[src/core/prc_defines.svh]
// Purpose: Offsets, bit positions and reset values of the reference input config bank
// Assumes: Byte-wide registers on the serial control port, byte addresses
// Notes: Definitions only
`ifndef PRC_DEFINES_SVH
`define PRC_DEFINES_SVH

// ----------------------------------------
// Register offsets
// ----------------------------------------
`define PRC_ADDR_REF_PWR 8'h1C
`define PRC_ADDR_REF_OPT 8'h1D
`define PRC_ADDR_PLL_STAT 8'h1F

// ----------------------------------------
// Reference power and mode fields
// ----------------------------------------
`define PRC_BIT_SECOND_PWR 2
`define PRC_BIT_FIRST_PWR 1
`define PRC_BIT_DIFF_MODE 0
`define PRC_MASK_REF_PWR 8'h07

// ----------------------------------------
// Options and status route fields
// ----------------------------------------
`define PRC_BIT_EEPROM_ROUTE 7
`define PRC_BIT_CRYSTAL_AMP 6
`define PRC_BIT_DOUBLER 5
`define PRC_BIT_STAT_FREEZE 4
`define PRC_MASK_REF_OPT 8'hF0

// ----------------------------------------
// Reset values
// ----------------------------------------
`define PRC_RST_REF_PWR 8'h00
`define PRC_RST_REF_OPT 8'h80
`define PRC_RST_ZERO 8'h00

`endif

[src/core/prc_pkg.sv]
// Purpose: Types shared by the reference input config bank
// Assumes: Constants live in prc_defines.svh
// Notes: Types only
package prc_pkg;

	// Register port request
	typedef struct packed {
		logic wr;
		logic rd;
		logic [7:0] addr;
		logic [7:0] wdata;
	} prc_req_t;

	// State of the config bank apart from the held PLL status
	typedef struct packed {
		logic [7:0] ref_pwr;
		logic [7:0] ref_opt;
		logic [7:0] rd_data;
		logic rd_valid;
		logic status_pin;
	} prc_cfg_state_t;

	// State of the status readback holder
	typedef struct packed {
		logic [7:0] held;
	} prc_hold_state_t;

endpackage

[src/core/prc_status_hold.sv]
// Purpose: PLL status readback register that can be frozen
// Assumes: Live status is synchronous to clk_in
// Notes: Output comes from a flop
`timescale 1ns/10ps
`include "prc_defines.svh"

module prc_status_hold #(
	parameter int WIDTH = 8
) (
	input wire logic clk_in, // System clock
	input wire logic rst_b_in, // Async reset, active low
	input wire logic freeze_in, // Hold contents when high
	input wire logic [WIDTH-1:0] live_in, // Live PLL status
	output logic [WIDTH-1:0] held_out // Readback contents
);

	logic [WIDTH-1:0] held_ff;
	logic [WIDTH-1:0] nxt_held;

	// ----------------------------------------
	// Refresh unless frozen
	// ----------------------------------------
	always_comb begin
		nxt_held = held_ff;
		if (!freeze_in) begin
			nxt_held = live_in;
		end
	end

	always_ff @(posedge clk_in or negedge rst_b_in) begin
		if (!rst_b_in) begin
			held_ff <= '0;
		end else begin
			held_ff <= nxt_held;
		end
	end

	assign held_out = held_ff;

endmodule

[src/core/prc_ref_cfg.sv]
// Purpose: Reference input power, mode and option bits of a clock generator PLL
// Assumes: Serial control port decoded upstream into byte write and read strobes
// Notes: Analog paths, status selector field and EEPROM sit outside
// How it works
// - Bit 2 powers second reference input on; off after reset.
// - Bit 1 powers first reference input on; off after reset.
// - Bit 0 chooses mode: zero single-ended, one differential.
// - Bit 7 routes EEPROM status to status pin over selector; default one.
// - Bit 6 enables crystal maintaining amplifier; disabled after reset.
// - Bit 5 enables reference doubler; bypassed after reset.
// - Bit 4 freezes PLL status readback; updates continue by default.
// - Reset leaves the block in single-ended reference mode.
`timescale 1ns/10ps
`include "prc_defines.svh"

module prc_ref_cfg #(
	parameter int STAT_W = 8
) (
	input wire logic clk_in, // System clock, 100 MHz
	input wire logic rst_b_in, // Async reset, active low
	input wire logic reg_wr_in, // Register write strobe
	input wire logic reg_rd_in, // Register read strobe
	input wire logic [7:0] reg_addr_in, // Register byte address
	input wire logic [7:0] reg_wdata_in, // Write data
	input wire logic eeprom_status_in, // EEPROM status signal
	input wire logic sel_status_in, // Output of the status selector field
	input wire logic [STAT_W-1:0] pll_live_status_in, // Live PLL status bits
	output logic [7:0] reg_rdata_out, // Read data
	output logic reg_rvalid_out, // Read data valid pulse
	output logic second_reference_input_pwr_out, // Second input powered
	output logic first_reference_input_pwr_out, // First input powered
	output logic diff_mode_out, // Differential reference mode
	output logic crystal_maintaining_amplifier_en_out, // Crystal amplifier on
	output logic doubler_en_out, // Reference doubler on
	output logic status_pin_out, // Status pin level
	output logic [STAT_W-1:0] pll_status_out // Status readback contents
);

	prc_pkg::prc_cfg_state_t state_ff;
	prc_pkg::prc_cfg_state_t nxt_state;
	prc_pkg::prc_req_t req;
	logic [STAT_W-1:0] held_stat;

	// Bundle the port request
	assign req = '{wr: reg_wr_in, rd: reg_rd_in, addr: reg_addr_in, wdata: reg_wdata_in};

	// ----------------------------------------
	// Readback decode
	// ----------------------------------------
	// Unmapped addresses read zero rather than stale data
	function automatic logic [7:0] read_mux(input logic [7:0] addr, input prc_pkg::prc_cfg_state_t s,
			input logic [7:0] stat);
		logic [7:0] r;
		r = `PRC_RST_ZERO;
		if (addr == `PRC_ADDR_REF_PWR) begin
			r = s.ref_pwr;
		end else if (addr == `PRC_ADDR_REF_OPT) begin
			r = s.ref_opt;
		end else if (addr == `PRC_ADDR_PLL_STAT) begin
			r = stat;
		end
		return r;
	endfunction

	// ----------------------------------------
	// Next state
	// ----------------------------------------
	always_comb begin
		nxt_state = state_ff;
		nxt_state.rd_valid = 1'b0;
		if (req.wr && req.addr == `PRC_ADDR_REF_PWR) begin
			nxt_state.ref_pwr = req.wdata & `PRC_MASK_REF_PWR;
		end
		if (req.wr && req.addr == `PRC_ADDR_REF_OPT) begin
			nxt_state.ref_opt = req.wdata & `PRC_MASK_REF_OPT;
		end
		if (req.rd) begin
			// Cast fits the status word to a byte whatever STAT_W is
			nxt_state.rd_data = read_mux(req.addr, state_ff, 8'(held_stat));
			nxt_state.rd_valid = 1'b1;
		end
		if (state_ff.ref_opt[`PRC_BIT_EEPROM_ROUTE]) begin
			nxt_state.status_pin = eeprom_status_in;
		end else begin
			nxt_state.status_pin = sel_status_in;
		end
	end

	// ----------------------------------------
	// State register
	// ----------------------------------------
	always_ff @(posedge clk_in or negedge rst_b_in) begin
		if (!rst_b_in) begin
			state_ff <= '{ref_pwr: `PRC_RST_REF_PWR, ref_opt: `PRC_RST_REF_OPT, rd_data: `PRC_RST_ZERO,
				rd_valid: 1'b0, status_pin: 1'b0};
		end else begin
			state_ff <= nxt_state;
		end
	end

	prc_status_hold #(
		.WIDTH(STAT_W)
	) u_hold (
		.clk_in(clk_in),
		.rst_b_in(rst_b_in),
		.freeze_in(state_ff.ref_opt[`PRC_BIT_STAT_FREEZE]),
		.live_in(pll_live_status_in),
		.held_out(held_stat)
	);

	// ----------------------------------------
	// Outputs, all from flops
	// ----------------------------------------
	// Diff mode with power bits set is software's fault; passed through as written
	assign second_reference_input_pwr_out = state_ff.ref_pwr[`PRC_BIT_SECOND_PWR];
	assign first_reference_input_pwr_out = state_ff.ref_pwr[`PRC_BIT_FIRST_PWR];
	assign diff_mode_out = state_ff.ref_pwr[`PRC_BIT_DIFF_MODE];
	assign crystal_maintaining_amplifier_en_out = state_ff.ref_opt[`PRC_BIT_CRYSTAL_AMP];
	assign doubler_en_out = state_ff.ref_opt[`PRC_BIT_DOUBLER];
	assign status_pin_out = state_ff.status_pin;
	assign reg_rdata_out = state_ff.rd_data;
	assign reg_rvalid_out = state_ff.rd_valid;
	assign pll_status_out = held_stat;
endmodule

[config.mk]
export PLATFORM = sky130hd
export DESIGN_NAME = prc_ref_cfg
export DESIGN_NICKNAME = d
export VERILOG_FILES = /design/src/core/prc_pkg.sv /design/src/core/prc_status_hold.sv /design/src/core/prc_ref_cfg.sv
export VERILOG_INCLUDE_DIRS = /design/src /design/src/core
export SDC_FILE = /design/constraint.sdc
export NUM_CORES = 1
export LEC_CHECK = 0
export BUFFER_PORTS_ARGS = -buffer_cell sky130_fd_sc_hd__buf_2
export CORE_UTILIZATION = 41
export CTS_CLUSTER_DIAMETER = 80
export CTS_CLUSTER_SIZE = 8
export DETAILED_ROUTE_END_ITERATION = 10
export GPL_TIMING_DRIVEN = 0
export PLACE_DENSITY = 0.79
export RECOVER_POWER = 50
export SKIP_LAST_GASP = 1
export SLEW_MARGIN = 10
export SYNTH_ARGS = -nofsm -noshare
export SYNTH_HDL_FRONTEND = slang
export SYNTH_SLANG_ARGS = --single-unit
export TNS_END_PERCENT = 100
[constraint.sdc]
create_clock -name clk_in -period 1.01 [get_ports clk_in]
set_input_delay 0.0505 -clock clk_in [delete_from_list [all_inputs] [get_ports clk_in]]
set_output_delay 0.0505 -clock clk_in [all_outputs]
set_load 0.05 [all_outputs]
# Word-level counts from Yosys, hierarchy flattened
# Index checks and enable logic that the tools add are counted.
word_totals:
  mem_bits_ro: 0
  latchBits: 0
  ram_bits: 0
  n_memories: 0
  in_bits: 30
  reg_bits: 25
classes:
  reduce_logical: 2
  n_mul: 0
  addsub: 0
  bitwise: 0
  muxes: 5
  magnitude_cmp: 0
  div: 0
  shifts: 0
  eq_ne: 3
op_table:
  columns: ["operator", "n"]
  rows:
  - ["$eq A8 B5 Y1 const B", 3]
  - ["$mux W8", 3]
  - ["$logic_and A1 B1 Y1", 2]
  - ["$mux W1", 2]

# Longest topological paths before layout
depth:
  ltp_word: 4
  ltp_mapped: 4
  depth_no_buf: 3

# Hierarchy
# A second synthesis with hierarchy kept.
unflattened:
  cells_unflattened: 85
  area_unflattened_um2: 1156.1
by_module_without_submodules:
  columns: ["module", "area_per_inst_um2", "cells_each", "n_inst"]
  rows:
  - ["prc_ref_cfg", 824.5, 68, 1]
  - ["prc_status_hold", 331.6, 17, 1]

# Least setup slack after synthesis
# OpenSTA, ideal clock, no wires.
synth_path:
  path_type: "register to register"
  from: "reg u_hold.held_ff[4] (netlist: u_hold.held_out[4])"
  to: "reg state_ff, in the netlist reg_rdata_out[4]"
  arrival_ns: 0.978
  path_buffers: 0
  required_time_ns: 0.889
  path_stages_with_launch: 4
  setup_slack_ns: -0.089
  path_cell_list: "dfrtp_1 -> mux2i_1 -> nor2_1 -> a22o_1"
synth_via:
  elab_chain_len: 3
synth_lines:
  columns: ["element", "line", "rtl"]
  rows:
  - ["from (decl)", "prc_status_hold.sv:17", "logic [WIDTH-1:0] held_ff;"]
  - ["from (signal assigned)", "prc_status_hold.sv:34", "held_ff <= nxt_held;"]
  - ["$mux W8", "prc_ref_cfg.sv:59", "end else if (addr == `PRC_ADDR_PLL_STAT) begin"]
  - ["$mux W8", "prc_ref_cfg.sv:57", "end else if (addr == `PRC_ADDR_REF_OPT) begin"]
  - ["$mux W8", "prc_ref_cfg.sv:55", "if (addr == `PRC_ADDR_REF_PWR) begin"]
  - ["to (signal assigned)", "prc_ref_cfg.sv:94", "state_ff <= '{ref_pwr: `PRC_RST_REF_PWR, ref_opt: `PRC_RST_REF_OPT, rd_data: `PRC_RST_ZERO,"]
  - ["to (signal assigned)", "prc_ref_cfg.sv:97", "state_ff <= nxt_state;"]
  - ["to (decl)", "prc_ref_cfg.sv:39", "prc_pkg::prc_cfg_state_t state_ff;"]
# Every way passes these cells.
# A chain may end at the register's enable or synchronous reset.

# Final worst setup path
layout_path:
  from: "reg state_ff[14] (netlist name)"
  to: "reg u_hold.held_ff[6] (netlist: u_hold.held_out[6])"
# No word-level cell between the ends.

==> reports/summary.txt <==
Status = complete, but fails checks
Failing checks = setup timing
Worst-Skew Late Latency = 310 ps
Post-synth top area share = 52.3%
Count leader, synth = dfrtp_1
Fraction of layout cells with a size suffix above 1 = 63.2%
Largest area contributor in the netlist = dfrtp_1
Detailed Route WL = 2970 um
TritonRoute pass-1 iters = 4
Final worst slack = -38.5 ps
# DRC = 0
FMAX = 954 MHz
Post-Synthesis Net Count = 116
Tot GR Track Use = 20.0%
Mapped Cells = 86
CTS Buffer Depth = 2
Number of top-level pins = 53
Final setup vio count = 4
Sequential area share after synthesis = 54.6%
CTS tree = done
Post-DRT Antenna Nets = 0
Hold Violations, Final = 0
RSZ-0062 raised after global routing = true
Initial Util = 44.7%
Ys flop type = dfrtp_1
Maximum VDD drop = 0.858 mV
Post-synth top cells = dfrtp_1, mux2_2, buf_4
Drt via density = 5.01
Cells along the critical path = buf_2 -> mux2_2
MaxCap Viol Count = 0
Layout Utilization = 72.9%
Static Leak = 0.892 nW
Hold_ws = 60.9 ps
WP data arrival = 1270 ps
Number of nets in the layout = 194
Area growth syn-to-layout = 62.9%
Yosys cell types = 21
Post-Syn Area = 0.00115 mm2
Rel. slew slack = 60.3%
Slew Limit Fails = 0
Internal = 1.41 mW
Via count = 966
Global-route wire length before repair = 4140 um
Switching Share = 28.5%
Flop and latch count out of synthesis = 25
Crit-path max cell delay = 420 ps
DRT iter0 DRCs = 20
Psw = 0.560 mW
Vias in the first global route = 930
Slowest library cell on the worst path = dfrtp_2
Dpl cells = 166
Dpl ws = -276 ps
CTS Sinks = 25
Filler cell count = 178
Ranking of synthesized cells by area = dfrtp_1, mux2_2, buf_4, a22o_1, mux2i_1
WP data required = 1230 ps
Crit path max fanout = 5
Row Count = 18
Core ar. = 0.00257 mm2
Initial antenna violation count = 0
Clock period minus worst slack = 1050 ps
Seq pwr share = 54.7%
Clk_skew = 2.21 ps
Clk Tree Root Cell = clkbuf_4
Cts bufs inserted = 3
Die Area = 0.00302 mm2
Final cell count without fillers = 193
Total number of yosys warnings = 0
Clk pwr share = 22.5%
Power per cell area = 1050 mW/mm2
Startpoint kind of the worst setup timing path = flop
GR Overflow Total = 0
Buffers on Ports = 50
TNS Setup = -149 ps
Worst Tran Pin Value = 596 ps
Die Ht = 54.9 um
Largest net degree at the start of global routing = 26
Worst-path clk slew = 130 ps
Post-synth EDFFs = 0
Mapped Avg Cell Area = 13.4 um2
Die Width = 54.9 um
Async S/R FF share, synth = 100%
DP HPWL = 1780 um
Setup CP Type = reg2reg
# diodes = 0
Combinational Power Share = 22.7%
Final period util = 104%
Worst hold path class = in2reg
CP Capture Type = flop
Gpl congestion = 0.682
Routed WL per cell = 15.4 um
H-Tree Depth = 1
critical path: cells and delay by family, from the launching register on:
family	cells	cell delay, ps
DFF	1	420
muxes	1	340
buffers and inverters	1	190
power by group through the flow:
stage	clock, mW	sequential, mW	combinational, mW
3_5_place_dp	0	1.08	0.333
4_1_cts	0.460	1.07	0.407
2_1_floorplan	0	1.19	0.102
3_3_place_gp	0	1.08	0.326
5_1_grt	0.481	1.08	0.472
6_report	0.443	1.08	0.447
path summary, 6_finish.rpt:
| kind | start | to | slack, ps | depth (start not counted) |
|---|---|---|---|---|
| setup / recovery | state_ff[14]$_DFFE_PN0P_ | u_hold.held_out[6]$_DFFE_PN0N_ | -40 | 2 |
| min in group asynchronous | rst_b_in | reg_rdata_out[3]$_DFFE_PN0P_ | 260 | 2 |
| max in group asynchronous | rst_b_in | state_ff[14]$_DFFE_PN0P_ | 330 | 2 |
| hold reg to reg | diff_mode_out$_DFFE_PN0P_ | diff_mode_out$_DFFE_PN0P_ | 570 | 1 |
| setup reg to reg | state_ff[14]$_DFFE_PN0P_ | u_hold.held_out[6]$_DFFE_PN0N_ | -40 | 2 |
| hold / removal | reg_addr_in[5] | reg_rdata_out[2]$_DFFE_PN0P_ | 60 | 3 |
logic make-up after synthesis:
logic type | synth area share [%]
simple gates | 11.5
mux | 19.2
buf+inv | 6.97
compound gates | 7.73
flops | 54.6
per-layer routing:
layer	vias to the layer above	track usage, %	share of wire (%)
met5	-	0	0
met4	0	8.33	0.40
met3	2	3.01	3.8
met2	32	36.1	58
met1	478	23.4	37
li1	454	-	-
sequential cells by signal (all words and copies together), names as in the netlist:
name                                  count
crystal_maintaining_amplifier_en_out      1
diff_mode_out                             1
doubler_en_out                            1
first_reference_input_pwr_out             1
reg_rdata_out                             8
reg_rvalid_out                            1
second_reference_input_pwr_out            1
state_ff                                  2
status_pin_out                            1
u_hold.held_out                           8
cell usage in the layout (no fill, tap or decap), drive strengths merged:
cell         instances
a22o                 5
inv                  2
or3b                 1
nor4                 1
nand4bb              2
dfrtp               24
a22oi                3
nor3b                1
nor2                 6
dfstp                1
and2                 1
clkinv               1
mux2i                4
mux2                16
and3                 1
dlygate4sd3         19
buf                 61
nand3b               1
clkbuf               7
nand2                3
o31ai                3
stage by stage:
| stage | area (um2) | power, mW |
|---|---|---|
| finish | 1870 | 1.97 |
| global route | 1870 | 2.03 |
| CTS | 1790 | 1.94 |
| detailed placement | 1450 | 1.42 |
| global placement | 1450 | 1.41 |
| floorplan | 1170 | 1.29 |
timing repair:
action | in CTS | in global routing
hold buffers | 19 | 0
resized for setup | 39 | 14
endpoints found under the hold margin | 41 | 0
setup buffers | 8 | 5
setup endpoints to repair | 30 | 19
cell type report:
cell class	instances	area (um2)	area share, %
plain buffers	2	8.76	0.468
well taps	30	37.5	2.01
multi-input cells	48	449	24.0
clock buffers	3	22.5	1.20
repair buffers	82	696	37.2
inverters	2	7.51	0.401
clock inverters	1	5.00	0.268
flip-flops and latches	25	644	34.4
Power figures use the tool's default switching activity.
